===== src/verilog/brake_pkg.sv =====
// constants for the brake interlock sequencer
package brake_pkg;
   // register offsets (word index as printed)
   localparam logic [11:0] ADDR_ON_DELAY = 12'h022a;
   localparam logic [11:0] ADDR_OFF_DELAY = 12'h022c;
   localparam logic [11:0] ADDR_SPEED_THR = 12'h0230;
   localparam logic [11:0] ADDR_DO_FUNC = 12'h0232;
   localparam logic [11:0] ADDR_STATUS = 12'h0234;
   localparam logic [15:0] DELAY_RESET = 16'h0000;
   localparam logic [15:0] THR_RESET = 16'h0000;
   localparam logic [7:0] FUNC_BRAKE = 8'h07;
   localparam logic [7:0] FUNC_RESET = 8'h07;
   localparam int signed ON_MAX_MS = 1000;
   localparam int signed OFF_MIN_MS = -1000;
   localparam int signed OFF_MAX_MS = 1000;
   // millisecond tick from the 250 MHz clock
   localparam int TIME_MS_NS = 1000000;
   localparam int CLK_NS = 4;
   localparam int TICK_CYCLES = TIME_MS_NS / CLK_NS;
   localparam int ST_BIT_OUT = 0;
   localparam int ST_BIT_RUN = 1;
   localparam int ST_BIT_STOP = 2;
   typedef enum logic [1:0] {
      ST_LOCKED,
      ST_ON_WAIT,
      ST_RELEASED,
      ST_OFF_WAIT
   } brake_state_t;
endpackage


===== src/verilog/ms_tick.sv =====
// millisecond tick generator
`timescale 1ns/100ps
module ms_tick #(
   parameter int TICK_CYCLES = brake_pkg::TICK_CYCLES
) (
   input wire logic core_clk_i,
   input wire logic rst_n_i,
   input wire logic clear_i,
   output logic tick_o
);
   logic [31:0] cnt_r;

   always_ff @(posedge core_clk_i) begin
      if (!rst_n_i || clear_i) begin
         cnt_r <= 32'h0000_0000;
         tick_o <= 1'b0;
      end else if (cnt_r == 32'(TICK_CYCLES - 1)) begin
         cnt_r <= 32'h0000_0000;
         tick_o <= 1'b1;
      end else begin
         cnt_r <= cnt_r + 32'h0000_0001;
         tick_o <= 1'b0;
      end
   end
endmodule // ms_tick


===== src/verilog/brake_interlock_sequencer.sv =====
// brake interlock sequencer: servo-on/off to brake release output
//
// Design decision made here: the strobed register port.
`timescale 1ns/100ps
module brake_interlock_sequencer #(
   parameter int TICK_CYCLES = brake_pkg::TICK_CYCLES
) (
   input wire logic core_clk_i,
   input wire logic rst_n_i,
   input wire logic [11:0] addr_i,
   input wire logic [15:0] wdata_i,
   input wire logic wr_i,
   input wire logic rd_i,
   output logic [15:0] rdata_o,
   input wire logic servo_on_i,
   input wire logic alarm_i,
   input wire logic emergency_stop_in_i,
   input wire logic signed [15:0] speed_i,
   output logic brake_release_o,
   output logic brake_interlock_o
);
   // ----------------------------------------------------------------
   // input synchronisers
   // ----------------------------------------------------------------
   logic [2:0] sync1_r;
   logic [2:0] sync2_r;
   logic servo_on;
   logic fault;

   always_ff @(posedge core_clk_i) begin
      if (!rst_n_i) begin
         sync1_r <= 3'h0;
         sync2_r <= 3'h0;
      end else begin
         sync1_r <= {emergency_stop_in_i, alarm_i, servo_on_i};
         sync2_r <= sync1_r;
      end
   end

   assign servo_on = sync2_r[0] && !fault;
   assign fault = sync2_r[1] || sync2_r[2];

   // ----------------------------------------------------------------
   // registers
   // ----------------------------------------------------------------
   logic [15:0] on_delay_r;
   logic [15:0] off_delay_r;
   logic [15:0] speed_thr_r;
   logic [7:0] do_func_r;
   brake_pkg::brake_state_t state_r;

   always_ff @(posedge core_clk_i) begin
      if (!rst_n_i) begin
         on_delay_r <= brake_pkg::DELAY_RESET;
         off_delay_r <= brake_pkg::DELAY_RESET;
         speed_thr_r <= brake_pkg::THR_RESET;
         do_func_r <= brake_pkg::FUNC_RESET;
      end else if (wr_i) begin
         unique case (addr_i)
            brake_pkg::ADDR_ON_DELAY: on_delay_r <= wdata_i;
            brake_pkg::ADDR_OFF_DELAY: off_delay_r <= wdata_i;
            brake_pkg::ADDR_SPEED_THR: speed_thr_r <= wdata_i;
            brake_pkg::ADDR_DO_FUNC: do_func_r <= wdata_i[7:0];
            default: ;
         endcase
      end
   end

   always_ff @(posedge core_clk_i) begin
      if (!rst_n_i) begin
         rdata_o <= 16'h0000;
      end else if (rd_i) begin
         unique case (addr_i)
            brake_pkg::ADDR_ON_DELAY: rdata_o <= on_delay_r;
            brake_pkg::ADDR_OFF_DELAY: rdata_o <= off_delay_r;
            brake_pkg::ADDR_SPEED_THR: rdata_o <= speed_thr_r;
            brake_pkg::ADDR_DO_FUNC: rdata_o <= {8'h00, do_func_r};
            brake_pkg::ADDR_STATUS: rdata_o <= {13'h0000, fault,
               state_r != brake_pkg::ST_LOCKED, brake_release_o};
            default: rdata_o <= 16'h0000;
         endcase
      end else begin
         rdata_o <= 16'h0000;
      end
   end

   // ----------------------------------------------------------------
   // delay clamping and speed compare
   // ----------------------------------------------------------------
   // out-of-range settings are clamped rather than refused
   function automatic logic [10:0] clamp_ms(input logic signed [15:0] v,
                                             input logic neg_to_zero);
      logic signed [15:0] m;
      m = v;
      if (m > 16'(brake_pkg::OFF_MAX_MS)) begin
         m = 16'(brake_pkg::OFF_MAX_MS);
      end
      if (m < 16'sh0000) begin
         m = 16'sh0000;
      end
      clamp_ms = neg_to_zero ? m[10:0] : m[10:0];
   endfunction

   logic [10:0] on_ms;
   logic [10:0] off_ms;
   logic off_negative;
   logic [15:0] speed_mag;
   logic slow;

   assign on_ms = clamp_ms(on_delay_r, 1'b1);
   assign off_ms = clamp_ms(off_delay_r, 1'b1);
   assign off_negative = off_delay_r[15];
   assign speed_mag = speed_i[15] ? 16'(-speed_i) : speed_i;
   assign slow = speed_mag < speed_thr_r;

   // ----------------------------------------------------------------
   // sequencer
   // ----------------------------------------------------------------
   logic tick;
   logic restart;
   logic [10:0] cnt_r;
   logic servo_on_d_r;
   logic off_edge;
   logic on_edge;

   assign on_edge = servo_on && !servo_on_d_r;
   assign off_edge = !servo_on && servo_on_d_r;
   assign restart = on_edge || off_edge;

   ms_tick #(
      .TICK_CYCLES(TICK_CYCLES)
   ) u_tick (
      .core_clk_i(core_clk_i),
      .rst_n_i(rst_n_i),
      .clear_i(restart),
      .tick_o(tick)
   );

   always_ff @(posedge core_clk_i) begin
      if (!rst_n_i) begin
         servo_on_d_r <= 1'b0;
      end else begin
         servo_on_d_r <= servo_on;
      end
   end

   // negative turn-off delay is treated as zero: the brake locks the cycle after
   // servo-off is seen; a fault counts as servo-off and takes the same turn-off path
   always_ff @(posedge core_clk_i) begin
      if (!rst_n_i) begin
         state_r <= brake_pkg::ST_LOCKED;
         cnt_r <= 11'h000;
      end else begin
         unique case (state_r)
            brake_pkg::ST_LOCKED: begin
               if (on_edge) begin
                  state_r <= (on_ms == 11'h000) ? brake_pkg::ST_RELEASED
                                                : brake_pkg::ST_ON_WAIT;
                  cnt_r <= on_ms;
               end
            end
            brake_pkg::ST_ON_WAIT: begin
               if (!servo_on) begin
                  state_r <= brake_pkg::ST_LOCKED;
               end else if (tick) begin
                  cnt_r <= cnt_r - 11'h001;
                  if (cnt_r == 11'h001) begin
                     state_r <= brake_pkg::ST_RELEASED;
                  end
               end
            end
            brake_pkg::ST_RELEASED: begin
               if (off_edge) begin
                  if (off_negative || off_ms == 11'h000 || slow) begin
                     state_r <= brake_pkg::ST_LOCKED;
                  end else begin
                     state_r <= brake_pkg::ST_OFF_WAIT;
                     cnt_r <= off_ms;
                  end
               end
            end
            brake_pkg::ST_OFF_WAIT: begin
               if (slow) begin
                  state_r <= brake_pkg::ST_LOCKED;
               end else if (tick) begin
                  cnt_r <= cnt_r - 11'h001;
                  if (cnt_r == 11'h001) begin
                     state_r <= brake_pkg::ST_LOCKED;
                  end
               end
            end
         endcase
      end
   end

   // high releases the brake, low locks it
   assign brake_release_o = (state_r == brake_pkg::ST_RELEASED) ||
                            (state_r == brake_pkg::ST_OFF_WAIT);
   assign brake_interlock_o = brake_release_o &&
                              (do_func_r == brake_pkg::FUNC_BRAKE);
endmodule // brake_interlock_sequencer


===== config.mk =====
export PLATFORM = sky130hd
export DESIGN_NAME = brake_interlock_sequencer
export DESIGN_NICKNAME = d
export VERILOG_FILES = /design/src/verilog/brake_pkg.sv /design/src/verilog/ms_tick.sv /design/src/verilog/brake_interlock_sequencer.sv
export SDC_FILE = /design/constraint.sdc
export NUM_CORES = 1
export LEC_CHECK = 0
export ABC_AREA = 0
export BUFFER_PORTS_ARGS = -buffer_cell sky130_fd_sc_hd__buf_2
export CAP_MARGIN = 25
export CORE_UTILIZATION = 40
export CTS_BUF_LIST = sky130_fd_sc_hd__clkbuf_8
export DETAILED_ROUTE_END_ITERATION = 8
export PLACE_DENSITY = 0.64
export SYNTH_ARGS = -nofsm -noshare
export SYNTH_HDL_FRONTEND = slang
export SYNTH_HIERARCHICAL = 1
export SYNTH_SLANG_ARGS = --single-unit

===== constraint.sdc =====
create_clock -name core_clk_i -period 4.2 [get_ports core_clk_i]
set_clock_uncertainty 0.2 [all_clocks]
set_input_delay 0.84 -clock core_clk_i [delete_from_list [all_inputs] [get_ports core_clk_i]]
set_output_delay 0.84 -clock core_clk_i [all_outputs]
set_load 0.01 [all_outputs]

# --- After elaboration in Yosys (flattened, before gate mapping) ---
# Cells that the tools add are included.
word_totals:
  out_inout_bits: 18
  memories: 0
  ramBits: 0
  register_bits: 125
  latch_bits: 0
  in_bits: 51
  word_cells: 91
  rom_bits: 0
op_classes:
  n_reduce_logical: 26
  div: 0
  bitwise_logic: 0
  muxes: 25
  eq_ne: 20
  mul: 0
  addsub: 3
  order_cmp: 5
  n_shift: 0
ops:
  columns: ["cell", "n"]
  rows:
  - ["2-to-1 mux 11 bit", 8]
  - ["one-hot mux 16 bit (5 select lines)", 1]
  - ["equality test 12 x 10 -> 1 bit (second input constant)", 5]
  - ["2-to-1 mux 16 bit", 3]
  - ["one-hot mux 11 bit (4 select lines)", 1]
  - ["adder 32 x 1 -> 32 bit (second input constant)", 1]
  - ["equality test 32 x 18 -> 1 bit (second input constant)", 1]
  - ["> comparator 16 x 11 -> 1 bit (second input constant)", 2]
  - ["< comparator 16 x 1 -> 1 bit (second input constant)", 2]
  - ["logical NOT 11 bit", 2]
  - ["2-to-1 mux 2 bit", 10]
  - ["< comparator 16 bit", 1]
  - ["negator 16 bit", 1]
  - ["equality test 11 x 1 -> 1 bit (second input constant)", 1]
  - ["subtractor 11 x 1 -> 11 bit (second input constant)", 1]
  - ["inequality test 2 bit (second input constant)", 5]
  - ["AND reduction 2 bit", 5]
  - ["equality test 8 x 3 -> 1 bit (second input constant)", 1]
  - ["one-hot mux 2 bit (4 select lines)", 1]
  - ["logical OR 1 bit", 6]
  - ["inequality test 3 x 2 -> 1 bit (second input constant)", 2]
  - ["inequality test 3 bit (second input constant)", 2]
  - ["AND reduction 6 bit", 1]
  - ["AND reduction 5 bit", 1]
  - ["8 further kinds", 15]

# --- Depth between registers and ports, before layout ---
depth:
  depth_word: 10
  ltp_mapped: 15
  mapped_depth_nobuf: 14

# --- By module ---
# The synthesis kept the hierarchy.
by_module_without_submodules:
  columns: ["module", "seq_area_each_um2", "area_per_inst_um2", "cells_per_inst", "instances"]
  rows:
  - ["brake_interlock_sequencer", 1841.8, 4762.1, 611, 1]
  - ["ms_tick", 660.6, 1584.0, 184, 1]

# --- Worst setup path before layout ---
# OpenSTA, ideal clock, no wires.
synth_path:
  path_type: "input -> register"
  from: "input port speed_i[4]"
  to: "register cnt_r[8] (netlist name)"
  slack_ps: 279
  setup_ps: 117
  n_path_buf: 1
  cell_stages: 14
  t_arrival_ps: 3604
  t_required_ps: 3883
  path_cell_list: "nor3_1 -> nand2_1 -> or3_1 -> or3_1 -> o31ai_1 -> xnor2_1 -> ha_1 -> nand4_1 -> nor2_1 -> nand4_1 -> o211ai_1 -> clkbuf_1 -> nand3_1 -> a32o_1"
synth_lines:
  columns: ["element", "line_no", "source"]
  rows:
  - ["start: declaration", "brake_interlock_sequencer.sv:18", "input wire logic signed [15:0] speed_i,"]

==> metrics.yaml <==
synthesis:
  avgSynthCellArea_um2: 7.982
  synth-seq-area-share: 0.3943
  async_flop_share: 0
  synth_top_family_by_area: "simple AND/OR/NAND/NOR gates"
  ys_ff_latch: 125
  muxShareOfSynthArea: 0
  synth-xor-area-share: 0.03726
  synth_cell_types: 63
  synth-edff-count: 0
  synthSimpleGateAreaFrac: 0.2756
  yosys_warnings: 6
  synthAdderAreaFrac: 0.04140
  ys.flop_type: "dfxtp_1"
  syn_inst: 795
  synth_fp_nets: 867
  synth.cell_area_um2: 6346
  synth_compound_area_frac: 0.2007
placement:
  gp_congestion: 0.8658
  pre_cts_ws_ns: -0.07210
  port_buffers: 68
  hpwl_mm: 12.13
detailed_routing:
  wl_mm: 17.30
  drt-initial-drc-count: 581
  num_vias: 5977
  dr.pass1.iters: 8
  routedWlPerCell_um: 16.00
  drc: 0
  ant_nets: 0
  vias_per_cell: 5.529
floorplan:
  dieArea_um2: 16370
  core-area_um2: 15310
  die_h_um: 128.0
  chipWidth_um: 128.0
  start_util: 0.4144
  io_pins: 69
  num_rows: 45
timing:
  maxSlewHeadroom: 0.4694
  finalSetupTns_ns: 0
  max_freq_ghz: 0.2630
  finalCriticalPeriod_ns: 3.803
  finalCritPeriodShare: 0.9054
  setup_violations: 0
  slew_viol_final: 0
  hold_viol_final: 0
  tightest_slew_ns: 0.7958
  setup_ws_ns: 0.3973
  rsz0062_at_grt: "false"
outcome:
  status: "finished, final reports clean"
power:
  switching_share: 0.2329
  power.share.clock: 0.463
  p_int_uw: 1981
  p_sw_uw: 601.5
  p_per_area_nw_per_um2: 353.5
  ir_drop_v: 0.0002180
  combPwrFrac: 0.071
  power_uw: 2583
  power.share.sequential: 0.466
  power.leakage_uw: 0.002611
cts:
  ctsRootBufferMaster: "clkbuf_8"
  hold_buffers: 0
  clock_sink_count: 125
  clk_pin_slew_worst_paths_ns: 0.07
  cts_made_buffers: 17
  clk_latency_ns: 0.45
  cts_buffer_depth: 2
  postCtsSetupRepairBufs: 0
  cts_tree: "done"
  cts_max_level: 4
  cts.repair.resized: 0
grt:
  grt_max_degree: 42
  grt_pass1_vias: 5573
  globalRouteTotalUtil: 0.2212
  antenna_found_initial: 0
  grt-ovfl-total: 0
  grt_pass1_wl_mm: 28.10
layout:
  area_growth_pct: 15.14
  num_antenna_cells: 0
  post-route-util: 0.4771
  layout.nets: 930
  drive_gt1_frac: 0.1494
worst_setup_path:
  critPathMaxFanout: 11
  critical_path_class: "in -> reg"
  crit_top_cell: "or3_1"
  required_ns: 4.34
  endpoint_kind: "flip-flop"
  slowest_delay_ns: 0.40
  crit_arrival_ns: 3.95
  cp_cell_sequence: "buf_2 -> nor3_1 -> nand2_1 -> or3_1 -> or3_1 -> o31ai_1 -> xnor2_1 -> ha_1 -> nand4_1 -> nor2_1 -> a211oi_1 -> buf_4 -> o211ai_1 -> and2_1 -> a31o_2"
  start_kind: "input port"
  cp_slowest_cell: "or3_1"
hold_path:
  min_path_type: "reg -> reg"
job:
  drv_cap: 0
stage by stage:
stage          cell area [um^2]  hold slack (ns)  cells
5_1_grt                    7307           0.2593   1081
4_1_cts                    7307           0.2342   1081
6_report                   7307           0.2334   1081
3_3_place_gp               6862           0.2156   1050
3_5_place_dp               6862           0.2169   1050
2_1_floorplan              6346           0.2119    795
flip-flops by register name, indices dropped and copies added (netlist names):
register	flops
u_tick/cnt_r	32
off_delay_r	16
on_delay_r	16
rdata_o	16
speed_thr_r	16
cnt_r	11
do_func_r	8
sync1_r	3
sync2_r	3
state_r	2
servo_on_d_r	1
u_tick/tick_o	1
final cells by class:
type	instances	area (um^2)
flip-flops and latches	125	2502
clock inverters	13	197.7
well taps	211	264.0
fillers	1597	8008
repair buffers	83	452.9
inverters	32	120.1
multi-input cells	599	3522
clock buffers	18	247.7
worst paths after layout:
path,end,depth (start not counted),start,slack [ns]
setup / recovery,cnt_r[7],15,speed_i[4],0.40
hold / removal,sync2_r[2],1,sync1_r[2],0.23
hold reg to reg,sync2_r[2],1,sync1_r[2],0.23
setup reg to reg,cnt_r[4],11,sync2_r[2],1.71
routing by layer:
layer,GRT usage,share of wire
met1,0.2768,0.45
met2,0.3622,0.46
met3,0.05718,0.067
met4,0.08927,0.026
met5,0,0
cells in the mapped netlist (4+ instances only):
cell	n	area share
nand2_1	157	0.093
dfxtp_1	125	0.39
a21oi_1	96	0.076
nor2_1	41	0.024
nand3_1	34	0.027
inv_1	31	0.018
o21ai_0	31	0.024
clkbuf_1	24	0.014
ha_1	21	0.041
a222oi_1	19	0.030
o31ai_1	18	0.021
or4_1	16	0.019
xnor2_1	15	0.021
and2_1	14	0.014
nand4_1	13	0.013
xor2_1	12	0.017
nor3_1	11	0.0087
a31oi_1	9	0.0089
and3_1	9	0.0089
or3_1	9	0.0089
nor4_1	8	0.0079
buf_2	7	0.0055
a211oi_1	5	0.0059
buf_6	5	0.0089
nand2b_1	5	0.0049
nor2b_1	5	0.0049
and4_1	4	0.0055
worst max-delay path, delay by kind of cell:
kind,cells,cell delay (ns)
simple gates,7,1.51
compound gates,4,0.90
fa+ha+maj,1,0.27
buf+inv,2,0.26
xor+xnor,1,0.17
power by group through the flow:
| stage | sequential (uW) | combinational [uW] | clock (uW) |
|---|---|---|---|
| after floorplan | 1230 | 113 | 0 |
| after global placement | 1230 | 183 | 0 |
| after detailed placement | 1230 | 184 | 0 |
| after CTS | 1200 | 185 | 1220 |
| after global routing | 1200 | 208 | 1270 |
| final | 1200 | 183 | 1200 |
kinds of logic (layout without fill, tap and decap cells):
family | Yosys count | in the layout
and+or+nand+nor | 348 | 348
AOI/OAI and AO/OA | 203 | 203
DFF | 125 | 125
buffers and inverters | 71 | 146
xor gates and xnor gates | 27 | 27
adders and majority gates | 21 | 21
cells in the final DEF (no fill, tap or decap), types with 5 or more instances in the layout:
cell type  netlist  routed
nor2_1          41      41
xor2_1          12      12
nand2_1        157     157
or3_1            9       9
o31ai_1         18      18
xnor2_1         15      15
a211oi_1         5       5
buf_2            7      68
bufinv_16        0       5
nand4_1         13      13
clkbuf_8         0      18
inv_1           31      33
dfxtp_1        125     125
and2_1          14      14
ha_1            21      21
nor2b_1          5       5
a21oi_1         96      96
and3_1           9       9
a222oi_1        19      19
nand2b_1         5       5
o21ai_0         31      31
nor3_1          11      11
buf_4            2      15
nor4_1           8       8
or4_1           16      16
a31oi_1          9       9
nand3_1         34      34
Note: power is estimated with default switching activity, not from simulation.
